### config.mk
export PLATFORM = sky130hd
export DESIGN_NAME = ptec_top
export DESIGN_NICKNAME = d
export VERILOG_FILES = /design/src/ptec_pkg.sv /design/src/ptec_top.sv
export SDC_FILE = /design/constraint.sdc
export NUM_CORES = 1
export LEC_CHECK = 0
export BUFFER_PORTS_ARGS = -buffer_cell sky130_fd_sc_hd__buf_2
export CAP_MARGIN = 25
export CORE_ASPECT_RATIO = 0.5
export CORE_MARGIN = 3
export CORE_UTILIZATION = 55
export CTS_CLUSTER_DIAMETER = 60
export DETAILED_ROUTE_END_ITERATION = 10
export PLACE_DENSITY = 0.82
export SYNTH_ARGS = -nofsm -noshare
export SYNTH_HDL_FRONTEND = slang
export SYNTH_SLANG_ARGS = --single-unit
### constraint.sdc
create_clock -name sys_clk -period 5.11 [get_ports sys_clk]
set_clock_uncertainty 0.05 [all_clocks]
set_input_delay 1.533 -clock sys_clk [delete_from_list [all_inputs] [get_ports sys_clk]]
set_output_delay 1.533 -clock sys_clk [all_outputs]
set_load 0.02 [all_outputs]
### src/ptec_pkg.sv
`default_nettype none

package ptec_pkg;

  // ****************************************
  // Bus and prescaler geometry
  // ****************************************
  localparam int          ADDR_W           = 8;
  localparam int          DATA_W           = 32;
  localparam int          PRE_W            = 12;

  // ****************************************
  // Register byte addresses
  // ****************************************
  localparam logic [7:0]  OFF_MODE_BASE    = 8'h00;
  localparam logic [7:0]  OFF_DATA_BASE    = 8'h14;
  localparam logic [7:0]  OFF_STRIDE       = 8'h04;
  localparam logic [7:0]  OFF_T4_MATCH_LOW = 8'h24;
  localparam logic [7:0]  OFF_T4_MATCH_HI  = 8'h28;
  localparam logic [7:0]  OFF_COUNT        = 8'h2c;
  localparam logic [7:0]  OFF_T4_COUNT     = 8'h30;
  localparam logic [7:0]  OFF_FLAGS        = 8'h34;
  localparam logic [7:0]  OFF_EDGE_SEL     = 8'h38;
  localparam logic [7:0]  OFF_PSR          = 8'hf8;

  // ****************************************
  // Field positions
  // ****************************************
  localparam int          MODE_RUN_BIT     = 3;
  localparam int          MODE_CAP_BIT     = 4;
  localparam int          MODE_CASC_BIT    = 5;
  localparam int          MODE_PWM_BIT     = 6;
  localparam int          PSR_EVA_BIT      = 4;
  localparam int          PSR_EVB_BIT      = 5;
  localparam int          PSR_CMP_BIT      = 7;
  localparam int          EDGE_FALL_BIT    = 0;
  localparam int          EDGE_RISE_BIT    = 1;
  localparam int          FLAG_EXT_LSB     = 8;
  localparam logic [2:0]  SEL_EXTERNAL     = 3'h7;
  localparam logic [1:0]  SEL_CASCADE      = 2'h3;

  // ****************************************
  // Prescale tap per clock select (tap k = fclk / 2^(k+1))
  // ****************************************
  localparam logic [6:0][3:0] T0_DIV_IDX = {4'hb, 4'h9, 4'h7, 4'h5, 4'h3, 4'h2, 4'h1};
  localparam logic [6:0][3:0] T1_DIV_IDX = {4'h0, 4'h0, 4'h0, 4'h0, 4'h3, 4'h1, 4'h0};
  localparam logic [6:0][3:0] T2_DIV_IDX = {4'ha, 4'h8, 4'h6, 4'h4, 4'h3, 4'h2, 4'h1};
  localparam logic [6:0][3:0] T3_DIV_IDX = {4'h0, 4'h0, 4'h0, 4'h0, 4'h4, 4'h2, 4'h0};

  // ****************************************
  // Carriers and state
  // ****************************************
  typedef struct packed {
    logic              psel;
    logic              penable;
    logic              pwrite;
    logic [ADDR_W-1:0] paddr;
    logic [DATA_W-1:0] pwdata;
  } ptec_apb_req_t;

  typedef struct packed {
    logic [4:0][7:0]   mode;
    logic [3:0][7:0]   match_data;
    logic [15:0]       t4_match;
    logic [3:0][7:0]   count;
    logic [15:0]       t4_count;
    logic [3:0][7:0]   capture;
    logic [15:0]       t4_capture;
    logic [7:0]        psr;
    logic [9:0]        edge_sel;
    logic [4:0]        match_flag;
    logic [4:0]        ext_flag;
    logic [PRE_W-1:0]  prescale;
    logic              ev_a_prev;
    logic              ev_b_prev;
    logic [4:0]        cap_prev;
    logic              cmp_out;
    logic              cmp_oe;
    logic [DATA_W-1:0] prdata;
    logic              pready;
    logic              pslverr;
  } ptec_state_t;

  localparam ptec_state_t STATE_RESET = '0;

endpackage : ptec_pkg

`default_nettype wire

### src/ptec_top.sv
// The APB register port was left to the implementer.
`timescale 1ns/1ps
`default_nettype none

module ptec_top (
  input  wire logic                  sys_clk,
  input  wire logic                  rstn,
  input  wire ptec_pkg::ptec_apb_req_t apb_req,
  output var  logic [31:0]           prdata,
  output var  logic                  pready,
  output var  logic                  pslverr,
  input  wire logic                  event_pin_a,
  input  wire logic                  event_pin_b,
  input  wire logic [4:0]            capture_edge_pin,
  output var  logic                  compare_output_pin,
  output var  logic                  compare_output_en,
  output var  logic [4:0]            match_interrupt_flag,
  output var  logic [4:0]            ext_interrupt_flag
);
  import ptec_pkg::*;

  ptec_state_t      s_reg;
  ptec_state_t      s_next;
  logic [PRE_W-1:0] pre_tick;

  // ****************************************
  // Prescale taps
  // ****************************************
  // Tap k pulses once every 2^(k+1) clocks, which folds the fixed
  // divide-by-two of the count path into the prescaler.
  genvar g;
  generate
    for (g = 0; g < PRE_W; g++) begin : g_tap
      assign pre_tick[g] = &s_reg.prescale[g:0];
    end
  endgenerate

  // ****************************************
  // Helpers
  // ****************************************
  function automatic logic [7:0] slot_addr(input logic [7:0] base, input int idx);
    slot_addr = 8'(base + OFF_STRIDE * 8'(idx));
  endfunction

  // Two-bit selects map 11 onto the external code with no pin, so a stray
  // 11 without cascade simply stops that timer.
  function automatic logic [2:0] sel2(input logic [1:0] sel);
    sel2 = (sel == SEL_CASCADE) ? SEL_EXTERNAL : {1'b0, sel};
  endfunction

  function automatic logic src_tick(input logic [2:0]      sel,
                                    input logic [6:0][3:0] tbl,
                                    input logic            ext_ok,
                                    input logic            ext_rise,
                                    input logic [PRE_W-1:0] taps);
    if (sel == SEL_EXTERNAL) begin
      src_tick = ext_ok & ext_rise;
    end else begin
      src_tick = taps[tbl[sel]];
    end
  endfunction

  // Returns {match, next count}
  function automatic logic [16:0] step(input logic run,
                                       input logic cap_hit,
                                       input logic tk,
                                       input logic [15:0] c,
                                       input logic [15:0] d);
    if (!run) begin
      step = {1'b0, 16'h0000};
    end else if (cap_hit) begin
      step = {1'b0, 16'h0000};
    end else if (tk && (c == d)) begin
      step = {1'b1, 16'h0000};
    end else if (tk) begin
      step = {1'b0, 16'(c + 16'h0001)};
    end else begin
      step = {1'b0, c};
    end
  endfunction

  function automatic logic reg_hit(input logic [7:0] a);
    reg_hit = (a == OFF_PSR) || (a == OFF_FLAGS) || (a == OFF_EDGE_SEL) ||
              (a == OFF_T4_MATCH_LOW) || (a == OFF_T4_MATCH_HI) ||
              (a == OFF_COUNT) || (a == OFF_T4_COUNT);
    for (int i = 0; i < 5; i++) begin
      if (a == slot_addr(OFF_MODE_BASE, i)) reg_hit = 1'b1;
    end
    for (int i = 0; i < 4; i++) begin
      if (a == slot_addr(OFF_DATA_BASE, i)) reg_hit = 1'b1;
    end
  endfunction

  function automatic logic [31:0] reg_read(input ptec_state_t st, input logic [7:0] a);
    logic t4_cap;
    t4_cap   = st.mode[4][MODE_CAP_BIT];
    reg_read = 32'h0000_0000;
    if (a == OFF_PSR) begin
      reg_read = {24'h000000, st.psr};
    end else if (a == OFF_FLAGS) begin
      reg_read = {19'h0, st.ext_flag, 3'h0, st.match_flag};
    end else if (a == OFF_EDGE_SEL) begin
      reg_read = {22'h0, st.edge_sel};
    end else if (a == OFF_T4_MATCH_LOW) begin
      reg_read = {24'h000000, t4_cap ? st.t4_capture[7:0] : st.t4_match[7:0]};
    end else if (a == OFF_T4_MATCH_HI) begin
      reg_read = {24'h000000, t4_cap ? st.t4_capture[15:8] : st.t4_match[15:8]};
    end else if (a == OFF_COUNT) begin
      reg_read = st.count;
    end else if (a == OFF_T4_COUNT) begin
      reg_read = {16'h0000, st.t4_count};
    end else begin
      for (int i = 0; i < 5; i++) begin
        if (a == slot_addr(OFF_MODE_BASE, i)) reg_read = {24'h000000, st.mode[i]};
      end
      for (int i = 0; i < 4; i++) begin
        if (a == slot_addr(OFF_DATA_BASE, i)) begin
          reg_read = {24'h000000, st.mode[i][MODE_CAP_BIT] ? st.capture[i] : st.match_data[i]};
        end
      end
    end
  endfunction

  // ****************************************
  // Next state
  // ****************************************
  always_comb begin
    logic        wr;
    logic [7:0]  wa;
    logic [31:0] wd;
    logic [4:0]  clr_match;
    logic [4:0]  clr_ext;
    logic [4:0]  set_match;
    logic [4:0]  cap_edge;
    logic [4:0]  tk;
    logic        ev_a_rise;
    logic        ev_b_rise;
    logic        casc;
    logic        cap16;
    logic [16:0] r;
    int          lo;
    int          hi;
    wr        = apb_req.psel & apb_req.penable & s_reg.pready & apb_req.pwrite;
    wa        = apb_req.paddr;
    wd        = apb_req.pwdata;
    clr_match = 5'h00;
    clr_ext   = 5'h00;
    set_match = 5'h00;
    cap_edge  = 5'h00;
    tk        = 5'h00;
    ev_a_rise = 1'b0;
    ev_b_rise = 1'b0;
    casc      = 1'b0;
    cap16     = 1'b0;
    r         = 17'h00000;
    lo        = 0;
    hi        = 0;
    s_next    = s_reg;

    s_next.prescale  = PRE_W'(s_reg.prescale + 1'b1);
    s_next.ev_a_prev = event_pin_a;
    s_next.ev_b_prev = event_pin_b;
    s_next.cap_prev  = capture_edge_pin;

    ev_a_rise = event_pin_a & ~s_reg.ev_a_prev;
    ev_b_rise = event_pin_b & ~s_reg.ev_b_prev;

    for (int i = 0; i < 5; i++) begin
      cap_edge[i] = (s_reg.edge_sel[2*i+EDGE_RISE_BIT] & capture_edge_pin[i] & ~s_reg.cap_prev[i]) |
                    (s_reg.edge_sel[2*i+EDGE_FALL_BIT] & ~capture_edge_pin[i] & s_reg.cap_prev[i]);
    end

    // ****************************************
    // APB slave: setup cycle loads answer, access cycle completes
    // ****************************************
    s_next.pready  = 1'b0;
    s_next.pslverr = 1'b0;
    if (apb_req.psel && !apb_req.penable) begin
      s_next.pready  = 1'b1;
      s_next.prdata  = apb_req.pwrite ? 32'h0000_0000 : reg_read(s_reg, wa);
      s_next.pslverr = ~reg_hit(wa);
    end
    if (wr) begin
      if (wa == OFF_PSR) begin
        s_next.psr = wd[7:0];
      end else if (wa == OFF_FLAGS) begin
        clr_match = wd[4:0];
        clr_ext   = wd[FLAG_EXT_LSB+4:FLAG_EXT_LSB];
      end else if (wa == OFF_EDGE_SEL) begin
        s_next.edge_sel = wd[9:0];
      end else if (wa == OFF_T4_MATCH_LOW) begin
        s_next.t4_match[7:0] = wd[7:0];
      end else if (wa == OFF_T4_MATCH_HI) begin
        s_next.t4_match[15:8] = wd[7:0];
      end else begin
        for (int i = 0; i < 5; i++) begin
          if (wa == slot_addr(OFF_MODE_BASE, i)) s_next.mode[i] = wd[7:0];
        end
        for (int i = 0; i < 4; i++) begin
          // writes always reach the data register
          if (wa == slot_addr(OFF_DATA_BASE, i)) s_next.match_data[i] = wd[7:0];
        end
      end
    end

    // ****************************************
    // Count sources
    // ****************************************
    // timer 0 to 4 ratios
    tk[0] = src_tick(s_reg.mode[0][2:0], T0_DIV_IDX, s_reg.psr[PSR_EVA_BIT], ev_a_rise, pre_tick);
    tk[1] = src_tick(sel2(s_reg.mode[1][1:0]), T1_DIV_IDX, 1'b0, 1'b0, pre_tick);
    tk[2] = src_tick(s_reg.mode[2][2:0], T2_DIV_IDX, s_reg.psr[PSR_EVB_BIT], ev_b_rise, pre_tick);
    tk[3] = src_tick(sel2(s_reg.mode[3][1:0]), T3_DIV_IDX, 1'b0, 1'b0, pre_tick);
    tk[4] = src_tick(s_reg.mode[4][2:0], T2_DIV_IDX, s_reg.psr[PSR_EVA_BIT], ev_a_rise, pre_tick);

    // ****************************************
    // Timer pairs
    // ****************************************
    // each pair decodes its own mode
    for (int p = 0; p < 2; p++) begin
      lo = 2 * p;
      hi = 2 * p + 1;
      // cascade needs select 11 and bit
      casc  = s_reg.mode[hi][MODE_CASC_BIT] && (s_reg.mode[hi][1:0] == SEL_CASCADE);
      // both capture bits for 16-bit capture
      cap16 = casc && s_reg.mode[hi][MODE_CAP_BIT] && s_reg.mode[lo][MODE_CAP_BIT];
      if (casc) begin
        // cascade uses lower clock, lower flag
        // lower byte low, upper byte high
        r = step(s_reg.mode[lo][MODE_RUN_BIT], cap16 & cap_edge[lo], tk[lo],
                 {s_reg.count[hi], s_reg.count[lo]},
                 {s_reg.match_data[hi], s_reg.match_data[lo]});
        if (cap16 && cap_edge[lo] && s_reg.mode[lo][MODE_RUN_BIT]) begin
          s_next.capture[lo] = s_reg.count[lo];
          s_next.capture[hi] = s_reg.count[hi];
        end
        s_next.count[lo] = r[7:0];
        s_next.count[hi] = r[15:8];
        set_match[lo]    = r[16];
      end else begin
        for (int k = 0; k < 2; k++) begin
          r = step(s_reg.mode[lo+k][MODE_RUN_BIT],
                   s_reg.mode[lo+k][MODE_CAP_BIT] & cap_edge[lo+k], tk[lo+k],
                   {8'h00, s_reg.count[lo+k]}, {8'h00, s_reg.match_data[lo+k]});
          if (s_reg.mode[lo+k][MODE_CAP_BIT] && cap_edge[lo+k] && s_reg.mode[lo+k][MODE_RUN_BIT]) begin
            s_next.capture[lo+k] = s_reg.count[lo+k];
          end
          s_next.count[lo+k] = r[7:0];
          set_match[lo+k]    = r[16];
        end
      end
    end

    // ****************************************
    // Timer 4
    // ****************************************
    // sixteen-bit match then clear
    r = step(s_reg.mode[4][MODE_RUN_BIT], s_reg.mode[4][MODE_CAP_BIT] & cap_edge[4], tk[4],
             s_reg.t4_count, s_reg.t4_match);
    if (s_reg.mode[4][MODE_CAP_BIT] && cap_edge[4] && s_reg.mode[4][MODE_RUN_BIT]) begin
      s_next.t4_capture = s_reg.t4_count;
    end
    s_next.t4_count = r[15:0];
    set_match[4]    = r[16];

    // ****************************************
    // Flags: a new event beats a clear in the same cycle
    // ****************************************
    s_next.match_flag = (s_reg.match_flag & ~clr_match) | set_match;
    s_next.ext_flag   = (s_reg.ext_flag & ~clr_ext) | cap_edge;

    // ****************************************
    // Compare output
    // ****************************************
    // pin only with bit 7, no PWM
    s_next.cmp_oe = s_reg.psr[PSR_CMP_BIT] & ~s_reg.mode[3][MODE_PWM_BIT];
    if (s_reg.cmp_oe && set_match[3]) begin
      s_next.cmp_out = ~s_reg.cmp_out;
    end
  end

  // ****************************************
  // State register
  // ****************************************
  // data registers reset to zero
  always_ff @(posedge sys_clk or negedge rstn) begin
    if (!rstn) begin
      s_reg <= STATE_RESET;
    end else begin
      s_reg <= s_next;
    end
  end

  assign prdata               = s_reg.prdata;
  assign pready               = s_reg.pready;
  assign pslverr              = s_reg.pslverr;
  assign compare_output_pin   = s_reg.cmp_out;
  assign compare_output_en    = s_reg.cmp_oe;
  assign match_interrupt_flag = s_reg.match_flag;
  assign ext_interrupt_flag   = s_reg.ext_flag;

endmodule // ptec_top

`default_nettype wire

### Word-level counts from Yosys, hierarchy flattened

Memory sizes are Yosys's and may differ from the RTL's.
Index checks and enable logic that the tools add are counted.

* bitwise gates (word level): 66
* reduce and logical (&&, ||, !) cells: 73
* add/sub/neg operators: 8
* muxes and demuxes: 104
* equality and inequality tests: 38
* magnitude comparators: 10

Operators with widths (number)
* 2-to-1 mux 32 bit: 16
* 2-to-1 mux 17 bit: 21
* 2-to-1 mux 16 bit: 9
* 2-to-1 mux 8 bit: 11
* AND reduction 7 bit: 10
* equality test 8 x 6 -> 1 bit, second input constant: 7
* adder 16 x 1 -> 16 bit, second input constant: 3
* equality test 16 bit: 3
* adder 8 x 1 -> 9 bit, second input constant: 4
* 2-to-1 mux 9 bit: 4
* AND 1 bit: 35
* equality test 8 x 5 -> 1 bit, second input constant: 4
* equality test 8 bit: 4
* 2-to-1 mux 5 bit: 6
* logical AND 1 bit: 29
* < comparator 4 x 5 -> 1 bit, second input constant: 5
* 2-to-1 mux 1 bit: 24
* binary-select mux 1 bit (select 4 bit): 5
* < comparator 3 x 4 -> 1 bit, second input constant: 5
* 2-to-1 mux 4 bit: 5
* != test 5 x 1 -> 1 bit, second input constant: 4
* inverter 1 bit: 20
* AND reduction 2 bit: 10
* equality test 8 x 4 -> 1 bit, second input constant: 2
* other kinds (27): 53

* memories kept: 5
* bits in read-only memories: 160
* logic and storage cells: 338
* output and inout port bits: 46
* register bits: 267

Memory list
* (no name shown): depth 8, bits a word 4, rd ports 1, clocked after Yosys merged registers in 0, write ports 0, line ptec_top.sv:59 `src_tick = taps[tbl[sel]];`
* (no name shown): depth 8, bits a word 4, rd ports 1, clocked after Yosys merged registers in 0, write ports 0, line ptec_top.sv:59
* (no name shown): depth 8, bits a word 4, rd ports 1, clocked after Yosys merged registers in 0, write ports 0, line ptec_top.sv:59
* (no name shown): depth 8, bits a word 4, rd ports 1, clocked after Yosys merged registers in 0, write ports 0, line ptec_top.sv:59
* (no name shown): depth 8, bits a word 4, rd ports 1, clocked after Yosys merged registers in 0, write ports 0, line ptec_top.sv:59

### Depth between registers and ports, before layout

Gate-level depths: netlist of run 1.

* word-level depth: 19
* mapped depth: 13

### Least setup slack after synthesis of run 1

No wires, ideal clock.

* kind: input to register
* start: in apb_req[33] (netlist bit)
* end: reg s_reg[227] (netlist bit)
* setup time: 0.125 ns
* slack: 1.648 ns
* path buffers: 3
* required time: 4.935 ns
* arrival time: 3.287 ns
* stages on the path: 11
* path through: or2_4 -> nor2_4 -> nand4_2 -> nand2b_2 -> nor2b_1 -> clkbuf_2 -> and3_1 -> buf_6 -> and2_1 -> buf_6 -> mux2_4

* longest elaborated chain between the ends: 3

RTL lines
* start, declared: line ptec_top.sv:8 `input wire ptec_pkg::ptec_apb_req_t apb_req,`
* equality test 8 x 6 -> 1 bit (tied with other cells): line ptec_top.sv:186 `end else if (wa == OFF_FLAGS) begin`
* inverter 1 bit (no line)
* AND reduction 7 bit (no line) (*)
* end signal, assigned: line ptec_top.sv:290 `s_reg <= s_next;`
* end, declared: line ptec_top.sv:22 `ptec_state_t s_reg;`

Every way passes the cells marked *; elsewhere a longest branch is shown, timed or not.
A chain may end at the register's enable or synchronous reset.

### Worst setup path in the final report of run 1

* start: in apb_req[34] (netlist bit)
* end: reg s_reg, in the netlist prdata[1]

* longest elaborated chain between the ends: 18

RTL lines
* logical NOT 8 bit: line ptec_top.sv:114 `if (a == slot_addr(OFF_MODE_BASE, i)) reg_read = {24'h000000, st.mode[i]};`
* 2-to-1 mux 8 bit: line ptec_top.sv:114
* 2-to-1 mux 32 bit (4 in a row): line ptec_top.sv:114
* 2-to-1 mux 32 bit (4 in a row): line ptec_top.sv:117 `if (a == slot_addr(OFF_DATA_BASE, i)) begin`
* 2-to-1 mux 32 bit: line ptec_top.sv:110 `end else if (a == OFF_T4_COUNT) begin`
* 2-to-1 mux 32 bit: line ptec_top.sv:108 `end else if (a == OFF_COUNT) begin`
* 2-to-1 mux 32 bit: line ptec_top.sv:106 `end else if (a == OFF_T4_MATCH_HI) begin`
* 2-to-1 mux 32 bit: line ptec_top.sv:104 `end else if (a == OFF_T4_MATCH_LOW) begin`
* 2-to-1 mux 32 bit: line ptec_top.sv:102 `end else if (a == OFF_EDGE_SEL) begin`
* 2-to-1 mux 32 bit: line ptec_top.sv:100 `end else if (a == OFF_FLAGS) begin`
* 2-to-1 mux 32 bit (*): line ptec_top.sv:98 `if (a == OFF_PSR) begin`
* 2-to-1 mux 32 bit (*): line ptec_top.sv:180 `s_next.prdata = apb_req.pwrite ? 32'h0000_0000 : reg_read(s_reg, wa);`

Marked as above.

==> impl_results.md, run 1 <==
* Worst Path Required at 5480 ps
* Vias at 11,500
* Tot GR Track Use at 29.2%
* Number of synthesized flops with an enable pin at 0
* Pin slew with the least headroom to its limit at 958 ps
* PwrDens at 260 nW/um^2
* Syn Std Cell Area at 14,900 um^2
* CP Class: in -> reg
* RePlAce Congestion at 0.992
* Slew Viols, Final at 0
* Setup_tns at 0 ps
* Total gr overflow at 0
* Top cells by area, synth: dfrtp_1 45%, mux2_2 11%, nand2_1 3.1%
* Distinct cell type count after synthesis at 103
* Startpoint class of the critical path: input port
* Kind of end point of the critical path: register
* Max-slew headroom at 36.1%
* CTS Sinks at 267
* First-pass GRT wire length at 65.7 mm
* Pin count of the biggest net entering global routing at 124
* Ys flop type: dfrtp_1
* CTS Buffer Depth at 3
* Final nets at 1,463
* Detail Route Antenna Nets at 0
* Die Wd at 239 um
* TritonCTS clock tree: done
* Ant diodes at 0
* Num CTS Buffers at 24
* Worst min-delay path class: reg -> reg
* IR drop worst, VDD at 259 uV
* Final setup vio count at 0
* Commonest non-fill, non-tap cell in the layout: dfrtp_1
* Clk_lat worst skew at 540 ps
* Flops & latches, synth at 267
* Critical Path AT at 3950 ps
* Std cell rows at 41
* Crit-path slowest cell: a2111oi_0
* DRT iter0 DRCs at 1,272
* CTS resizes at 0
* Final WL at 42.4 mm
* Die height at 122 um
* Sequential area share after synthesis at 44.9%
* DR vias/cell at 6.58
* Residual DRC at 0
* Synth Net Count at 1,454
* Vias in the first global route at 11,100
* Num ports at 98
* Dpl hpwl at 30.8 mm
* DRT Pass-1 Iters at 5
* Cell mode on critical path: nor2_1
* Synth async-reset ratio at 100%
* RSZ-0062 raised after global routing: no
* Initial Util at 57.4%
* Share of layout cells above drive strength 1 at 24.4%
* Core area at 25,900 um^2
* Period utilization at 70.1%
* Area leader, netlist: dfrtp_1
* Period minus WS final at 3580 ps
* FMAX at 279 MHz
* Initial antenna violation count at 0
* Slowest cell delay on critical path at 580 ps
* YS warnings at 0
* Area Overhead vs Synth at 7.22%
* Outcome: finished, final reports clean
* H-tree levels at 1
* Post-CTS setup buffer count at 0
* Crit-path cells: buf_2 -> buf_4 -> nor2_1 -> nand2b_1 -> nor2_1 -> a22oi_1 -> o21ai_0 -> a2111oi_0 -> o211ai_1 -> a22o_1
* Total power at 0.00414 W
* Post-synth top area share at 44.9%
* CTS clk-pin slew, worst paths at 70 ps
* Die area at 29,200 um^2
* Leak pwr at 7.19 nW
* Most frequent cells in the layout: 267 x dfrtp_1, 147 x mux2_2, 123 x nand2_1
* Final hold violation count at 0
* Root buf cell: clkbuf_16
* Wire per inst at 24.3 um
* Cts hold-fix bufs at 0
* Syn Area/Cell at 10.8 um^2
* Max Cap Viol at 0
* Post-synthesis instance total at 1,381
* Max FFs per register at 220
* Port Buf Inserts at 78
* Crit Path Max Fanout at 22
==> layer usage <==
layer	vias to the layer above	track usage (%)	share of wire (%)
met4	0	7.32	2.6
met1	5799	42.3	43
met2	589	46.4	46
met5	-	0	0
met3	87	4.69	8.7
li1	5033	-	-
==> stage by stage <==
stage | hold WS [ps] | area (um^2) | utilization, % | setup slack, ps | cells
final | 430 | 16000 | 61.6 | 1530 | 1750
after global routing | 450 | 16000 | 61.6 | 1380 | 1750
after CTS | 429 | 16000 | 61.6 | 1680 | 1750
after detailed placement | 413 | 15200 | 58.5 | 1110 | 1708
after global placement | 404 | 15200 | 58.5 | 1100 | 1708
after floorplan | 364 | 14900 | - | 1650 | 1381
==> synthesized netlist by cell type, types with 26 or more instances <==
cell type,n
nand2_1,123
o21ai_0,48
dfrtp_1,267
nand3_1,39
nor2_1,73
xor2_1,26
inv_1,28
xnor2_1,48
mux2i_1,46
mux2_2,147
o22ai_1,27
clkbuf_1,38
a21oi_1,40
buf_4,45
==> critical path, delay by kind of cell <==
kind / cells / cell delay (ps)
AOI/OAI and AO/OA: 5 / 1500
buffers and inverters: 2 / 400
and+or+nand+nor: 3 / 510
==> area by class of cell <==
cell class              instances  area, um^2
inverters                      28         105
multi-input cells             975        7410
flip-flops and latches        267        6680
clock buffers                  37         761
repair buffers                 94         533
fillers                      2028        9950
well taps                     344         430
clock inverters                 5        27.5
==> cell families after synthesis <==
family                     Yosys count  synth area share [%]
buffers and inverters              139                  5.26
AOI/OAI and AO/OA                  285                  13.9
adders and majority gates           21                  1.77
muxes                              208                  16.1
xor gates and xnor gates            74                  4.36
DFF                                267                  44.9
and+or+nand+nor                    387                  13.7
==> worst paths after layout <==
path	startpoint	to	slack, ps	cells past startpoint
worst min register to register	s_reg[51]$_DFF_PN0_	s_reg[51]$_DFF_PN0_	430	1
max in group asynchronous	rstn	s_reg[125]$_DFFE_PN0P_	2930	2
worst min-delay path	s_reg[51]$_DFF_PN0_	s_reg[51]$_DFF_PN0_	430	1
worst max-delay path	apb_req[34]	prdata[1]$_DFFE_PN0P_	1530	10
worst max register to register	s_reg[227]$_DFFE_PN0P_	s_reg[157]$_DFFE_PN0P_	1770	10
min in group asynchronous	rstn	s_reg[158]$_DFFE_PN0P_	1020	1
==> power breakdown <==
group	internal, W	switching, W
Combinational	0.0000458	0.000134
Clock	0.00102	0.000803
Sequential	0.00212	0.0000121
Total	0.00319	0.000949
No activity file was read; power rests on OpenSTA's default activity.
==> inputs of run 2 (changes only) <==
ABC_AREA = 1   (was not set)
PLACE_DENSITY = 0.85   (was 0.82)
clock period = 3 ns   (was 5.11 ns; I/O delays follow)
==> impl_results.md, run 2 <==
* Outcome: finished, final reports clean
* Max-slew headroom at 46.9% (+11 points)
* Period minus WS final at 2620 ps
* Synth async-reset ratio at 100% (unchanged)
* Commonest non-fill, non-tap cell in the layout: nand2_1
* Post-synthesis instance total at 1,966 (+42%)
* R2r worst-path depth at 14 (+4)
* TritonCTS clock tree: done
* Num ports at 98 (unchanged)
* Worst Path Required at 3380 ps (-2100 ps)
* Setup_tns at 0 ps (unchanged)
* RePlAce Congestion at 0.991 (-0.12%)
* Fillers at 2,176 (+7.3%)
* Slew Viols, Final at 0 (unchanged)
* Syn Area/Cell at 7.65 um^2 (-29%)
* Final Cell Area at 16,600 um^2 (+4.2%)
* Crit-path slowest cell: dfrtp_1
* Syn Std Cell Area at 15,000 um^2 (+1.1%)
* H-tree levels at 1 (unchanged)
* Total gr overflow at 0 (unchanged)
* Tot GR Track Use at 29.3% (+0.13 points)
* Flops & latches, synth at 267 (unchanged)
* Die Wd at 240 um (+0.54%)
* Crit-path cells: inv_1 -> ha_1 -> nand2_1 -> o21ai_1 -> o21ai_1 -> or2_0 -> a21oi_2 -> nand2_2 -> nand2_2 -> nand2_2 -> nand2_2 -> o21ai_2 -> nor2_4 -> nor2_1
* First-pass GRT wire length at 68.0 mm (+3.5%)
* Final setup vio count at 0 (unchanged)
* Crit Reg-Reg Startpoint: s_reg[243]$_DFFE_PN0P_
* Synth Net Count at 2,039 (+40%)
* Period utilization at 87.2%
* Placed cells at 2,342 (+37%)
* Number of synthesized flops with an enable pin at 0 (unchanged)
* Ys flop type: dfrtp_1
* Cts hold-fix bufs at 0 (unchanged)
* Ant diodes at 0 (unchanged)
* IR drop worst, VDD at 308 uV (+19%)
* Final hold violation count at 0 (unchanged)
* Top-count cell post-synth: nand2_1
* Die height at 123 um (+0.53%)
* Dpl hpwl at 31.3 mm (+1.6%)
* Core area at 26,600 um^2 (+2.8%)
* Reg2reg setup slack at 380 ps (-1390 ps)
* R2r endpoint: s_reg[165]$_DFFE_PN0P_
* Synth top cells by count: 535 x nand2_1, 267 x dfrtp_1, 230 x o21ai_0
* CP Class: reg -> reg
* CTS Buffer Depth at 3 (unchanged)
* Wire per inst at 18.0 um (-26%)
* CTS clk-pin slew, worst paths at 70 ps (about the same)
* Critical Path AT at 3000 ps (-950 ps)
* Distinct cell type count after synthesis at 54 (-48%)
* Crit Path Max Fanout at 10 (-55%)
* YS warnings at 0 (unchanged)
* DR vias/cell at 5.79 (-12%)
* Detail Route Antenna Nets at 0 (unchanged)
* Worst min-delay path class: in -> async
* Vias in the first global route at 12,900 (+16%)
* Util after Layout at 62.4% (+0.79 points)
* Root buf cell: clkbuf_16
* Port Buf Inserts at 78 (unchanged)
* Max FFs per register at 220 (unchanged)
* Std cell rows at 42 (+2.4%)
* Post-synth top area share at 44.4% (-0.49 points)
* Leak pwr at 8.06 nW (+12%)
* Sequential cell area at 6680 um^2 (unchanged)
* Delay-heaviest family, CP: simple AND/OR/NAND/NOR gates
* Final WL at 43.0 mm (+1.3%)
* Share of layout cells above drive strength 1 at 12.4% (-12 points)
* Post-Layout Cell Count at 2,387 (+36%)
* Vias at 13,800 (+20%)
* Initial antenna violation count at 0 (unchanged)
* Area Overhead vs Synth at 10.5%
* DRT iter0 DRCs at 1,714 (+35%)
* Clk_lat worst skew at 540 ps (about the same)
* Setup ws final at 383 ps (-1150 ps)
* Top cells by area, synth: dfrtp_1 44%, nand2_1 13%, o21ai_0 7.7%
* Pin count of the biggest net entering global routing at 62 (-50%)
* Area leader, netlist: dfrtp_1
* Most frequent cells in the layout: 535 x nand2_1, 267 x dfrtp_1, 230 x o21ai_0
* Kind of end point of the critical path: register
* CTS resizes at 0 (unchanged)
* Area of the multi-input gates at 6970 um^2 (-6.0%)
* Num CTS Buffers at 24 (unchanged)
* Pin slew with the least headroom to its limit at 795 ps (-163 ps)
* Worst Path Buf+Inv at 1 (-1)
* FMAX at 382 MHz
* Max Cap Viol at 0 (unchanged)
* Startpoint class of the critical path: register
* PwrDens at 437 nW/um^2 (+68%)
* Slowest cell delay on critical path at 420 ps (-160 ps)
* Post-CTS setup buffer count at 0 (unchanged)
* Residual DRC at 0 (unchanged)
* Cell mode on critical path: nand2_2
* Sequential area share after synthesis at 44.4% (-0.49 points)
* Placed inst area at 15,800 um^2 (+3.9%)
* Die area at 29,500 um^2 (+1.1%)
* Initial Util at 56.5% (-0.97 points)
* DRT Pass-1 Iters at 7 (+2)
* CTS Sinks at 267 (unchanged)
* RSZ-0062 raised after global routing: no
* Dpl ws at 166 ps (-941 ps)
* Final nets at 2,090 (+43%)
-- run 2: cell count changes in the layout (fill, tap and decap cells not counted), sizes merged, moves of 41 or more --
cell   delta
nand2   +422
nand3    +41
inv     +178
nor2     +88
mux2i    -43
buf      +43
mux2    -155
o21ai   +181
-- run 2: how the worst max path moves through the flow --
stage	startpoint	endpoint	slack, ps	cells after the start
floorplan	apb_req[32]	prdata[22]$_DFFE_PN0P_	560	11
global placement	apb_req[32]	prdata[3]$_DFFE_PN0P_	180	19
detailed placement	apb_req[36]	prdata[0]$_DFFE_PN0P_	170	14
CTS	s_reg[228]$_DFFE_PN0P_	s_reg[162]$_DFFE_PN0P_	410	16
global route	s_reg[228]$_DFFE_PN0P_	s_reg[162]$_DFFE_PN0P_	70	16
finish	s_reg[243]$_DFFE_PN0P_	s_reg[165]$_DFFE_PN0P_	380	14
-- run 2: layout make-up --
type                       instances  area share [%]
clock buffer                      30            4.12
clock inverter                    14           0.979
inverter                         210            4.74
multi-input combinational       1377            41.9
sequential                       267            40.2
tap                              352            2.65
timing repair buffer             137            5.38
-- run 2: report_power, final --
part	internal (W)	switching [W]	total, W	leakage, nW
Combinational	0.0000702	0.000217	0.000287	4.05
Clock	0.00189	0.00145	0.00334	0.409
Sequential	0.00362	0.0000204	0.00364	3.60
Total	0.00558	0.00168	0.00726	8.06
-- run 2: worst reg2reg max path, stage by stage (launching register included) --
cell	delay, ps
dfrtp_1	420
inv_1	110
ha_1	300
nand2_1	50
o21ai_1	230
o21ai_1	120
or2_0	260
a21oi_2	140
nand2_2	100
nand2_2	110
nand2_2	160
nand2_2	110
o21ai_2	100
nor2_4	170
nor2_1	70
-- run 2: logic make-up (layout without fill, tap and decap cells) --
kind of cell	count (synthesis)	count (layout)	share of synthesized area, %
buffers and inverters	322	391	9.27
xor gates and xnor gates	72	72	4.19
DFF	267	267	44.4
muxes	3	3	0.200
AOI/OAI and AO/OA	368	368	13.5
and+or+nand+nor	913	913	26.7
adders and majority gates	21	21	1.75
-- run 2: layer usage --
layer	up-vias	track usage [%]	share of wire (%)
met3	124	7.76	11
met5	-	0	0
met2	734	46.2	45
met1	6540	39.9	41
met4	0	9.67	3.3
li1	6430	-	-
-- run 2: stage by stage --
stage / hold WS [ps] / power [W]
floorplan: 372 / 0.00381
global placement: 406 / 0.00398
detailed placement: 413 / 0.00399
CTS: 269 / 0.00727
global route: 283 / 0.00746
finish: 251 / 0.00726
==> inputs of run 3 (changes only) <==
HOLD_SLACK_MARGIN = 0.1   (was not set)
PLACE_DENSITY = not set   (was 0.85)
PLACE_DENSITY_LB_ADDON = 0.2   (was not set)
==> impl_results.md, run 3 (synthesized netlist as in run 2, its figures left out) <==
* Total gr overflow at 0 (unchanged)
* Area Overhead vs Synth at 10.0%
* Psw at 0.00166 W (-1.3%)
* PwrDens at 437 nW/um^2 (about the same)
* Num ports at 98 (unchanged)
* Max-slew headroom at 32.5% (-14 points)
* Startpoint class of the critical path: input port
* Final setup vio count at 0 (unchanged)
* Core area at 26,600 um^2 (unchanged)
* Worst Path Buf+Inv at 4 (+3)
* First-pass GRT wire length at 67.7 mm (-0.42%)
* Critical Path AT at 2870 ps (-130 ps)
* Net Sw Frac at 23.0% (-0.22 points)
* Crit Path Max Fanout at 16 (+6)
* Final nets at 2,084 (-0.29%)
* Final WL at 43.1 mm (+0.32%)
* Outcome: finished, final reports clean
* Initial antenna violation count at 0 (unchanged)
* RePlAce Congestion at 0.961 (-3.0%)
* Die Wd at 240 um (unchanged)
* Std cell rows at 42 (unchanged)
* Area of the multi-input gates at 6970 um^2 (unchanged)
* Reg2reg setup slack at 460 ps (+80 ps)
* R2r worst-path depth at 9 (-5)
* TritonCTS clock tree: done
* R2r endpoint: s_reg[160]$_DFFE_PN0P_
* Detail Route Antenna Nets at 0 (unchanged)
* Final Cell Area at 16,600 um^2 (-0.38%)
* H-tree levels at 1 (unchanged)
* Seq pwr share at 50.3% (+0.2 points)
* Cell mode on critical path: nand2_1
* Die area at 29,500 um^2 (unchanged)
* Kind of end point of the critical path: register
* Vias at 13,300 (-4.1%)
* FMAX at 393 MHz (+3.0%)
* Num CTS Buffers at 25 (+4.2%)
* DRT iter0 DRCs at 1,380 (-19%)
* WL met2 at 18.1 mm (-6.3%)
* Crit Reg-Reg Startpoint: pre_tick[0]$_DFF_PN0_
* Initial Util at 56.5% (unchanged)
* Ant diodes at 0 (unchanged)
* Max FFs per register at 220 (unchanged)
* Share of layout cells above drive strength 1 at 11.9% (-0.51 points)
* Pin count of the biggest net entering global routing at 77 (+24%)
* Commonest non-fill, non-tap cell in the layout: nand2_1
* Slew Viols, Final at 0 (unchanged)
* Post-Layout Cell Count at 2,382 (-0.21%)
* Uppermost layer routed: met4
* Pin slew with the least headroom to its limit at 1010 ps (+213 ps)
* Port Buf Inserts at 78 (unchanged)
* Total internal power at 0.00557 W (about the same)
* Sequential cell area at 6680 um^2 (unchanged)
* Crit-path slowest cell: nor2_2
* Fillers at 2,389 (+9.8%)
* CTS Buffer Depth at 3 (unchanged)
* Delay-heaviest family, CP: simple AND/OR/NAND/NOR gates
* Die height at 123 um (unchanged)
* Wire length on met3 at 4.16 mm (-13%)
* Wire per inst at 18.1 um (+0.53%)
* CTS clk-pin slew, worst paths at 70 ps (about the same)
* Max Cap Viol at 0 (unchanged)
* IR drop worst, VDD at 371 uV (+21%)
* Residual DRC at 0 (unchanged)
* Slowest cell delay on critical path at 540 ps (+120 ps)
* Period utilization at 84.7% (-2.5 points)
* Placed cells at 2,336 (-0.26%)
* CP Class: in -> reg
* Tot GR Track Use at 29.7% (+0.38 points)
* Leak pwr at 8.04 nW (-0.36%)
* Dpl hpwl at 31.8 mm (+1.8%)
* Vias in the first global route at 12,000 (-6.8%)
* Root buf cell: clkbuf_16
* Clk_lat worst skew at 560 ps (+20 ps)
* Power share of the clock group at 45.9% (about the same)
* Worst Path Required at 3320 ps (-60 ps)
* CTS Sinks at 267 (unchanged)
* Period minus WS final at 2540 ps (-75.1 ps)
* Post-CTS setup buffer count at 0 (unchanged)
* Gate power share at 3.8% (-0.2 points)
* Crit-path cells: buf_2 -> inv_1 -> nand2_1 -> nor2_1 -> buf_4 -> inv_1 -> nor2_2 -> nor2_2 -> nand2_1 -> nand2_1 -> o21ai_0
* CTS resizes at 0 (unchanged)
* M1 WL at 20.0 mm (+14%)
* Worst min-delay path class: in -> async
* Placed inst area at 15,700 um^2 (-0.29%)
* RSZ-0062 raised after global routing: no
* DRT Pass-1 Iters at 6 (-1)
* DR vias/cell at 5.57 (-3.9%)
* Final hold violation count at 0 (unchanged)
* Cts hold-fix bufs at 0 (unchanged)
* Most frequent cells in the layout: 535 x nand2_1, 267 x dfrtp_1, 230 x o21ai_0
==> run 3: changes by cell type in the layout (fill, tap and decap cells not counted), sizes merged <==
cell / delta
clkbuf: +9
bufinv: -1
clkinv: -2
buf: -7
clkinvlp: -4
==> run 3: worst max-delay path by stage <==
stage	startpoint	endpoint	slack (ps)	depth (start not counted)
after floorplan	apb_req[32]	prdata[22]$_DFFE_PN0P_	560	11
after global placement	apb_req[32]	s_reg[180]$_DFFE_PN0P_	50	11
after detailed placement	apb_req[32]	s_reg[184]$_DFFE_PN0P_	-40	11
after CTS	s_reg[243]$_DFFE_PN0P_	s_reg[170]$_DFFE_PN0P_	470	14
after global routing	s_reg[259]$_DFFE_PN0P_	s_reg[139]$_DFFE_PN0P_	190	13
final	apb_req[32]	s_reg[212]$_DFFE_PN0P_	460	11
==> run 3: power by group through the flow <==
stage / clock network (W) / logic, W / registers (W)
final: 0.00332 / 0.000278 / 0.00364
after global routing: 0.00351 / 0.000309 / 0.00364
after CTS: 0.00335 / 0.000280 / 0.00364
after detailed placement: 0 / 0.000279 / 0.00371
after global placement: 0 / 0.000276 / 0.00371
after floorplan: 0 / 0.000113 / 0.00370
==> run 3: stage by stage <==
stage / total power (W) / hold WS [ps] / utilization (%) / setup TNS, ps / setup slack [ps]
finish: 0.00724 / 209 / 62.1 / 0 / 458
global route: 0.00746 / 229 / 62.1 / 0 / 187
CTS: 0.00727 / 215 / 62.1 / 0 / 468
detailed placement: 0.00399 / 415 / 59.0 / -74.0 / -35.3
global placement: 0.00398 / 408 / 59.0 / 0 / 48.0
floorplan: 0.00381 / 372 / - / 0 / 562
==> run 3: layout make-up <==
type	instances	share of cell area, %
Multi-Input combinational cell	1377	42.1
Sequential cell	267	40.4
Timing Repair Buffer	130	5.08
Inverter	210	4.76
Clock buffer	39	4.52
Tap cell	352	2.66
Clock inverter	7	0.537
==> run 3: layer usage <==
metal / up-vias / global-route usage (%)
li1: 6440 / -
met2: 493 / 42.9
met4: 0 / 6.26
met5: - / 0
met3: 68 / 8.58
met1: 6258 / 44.5
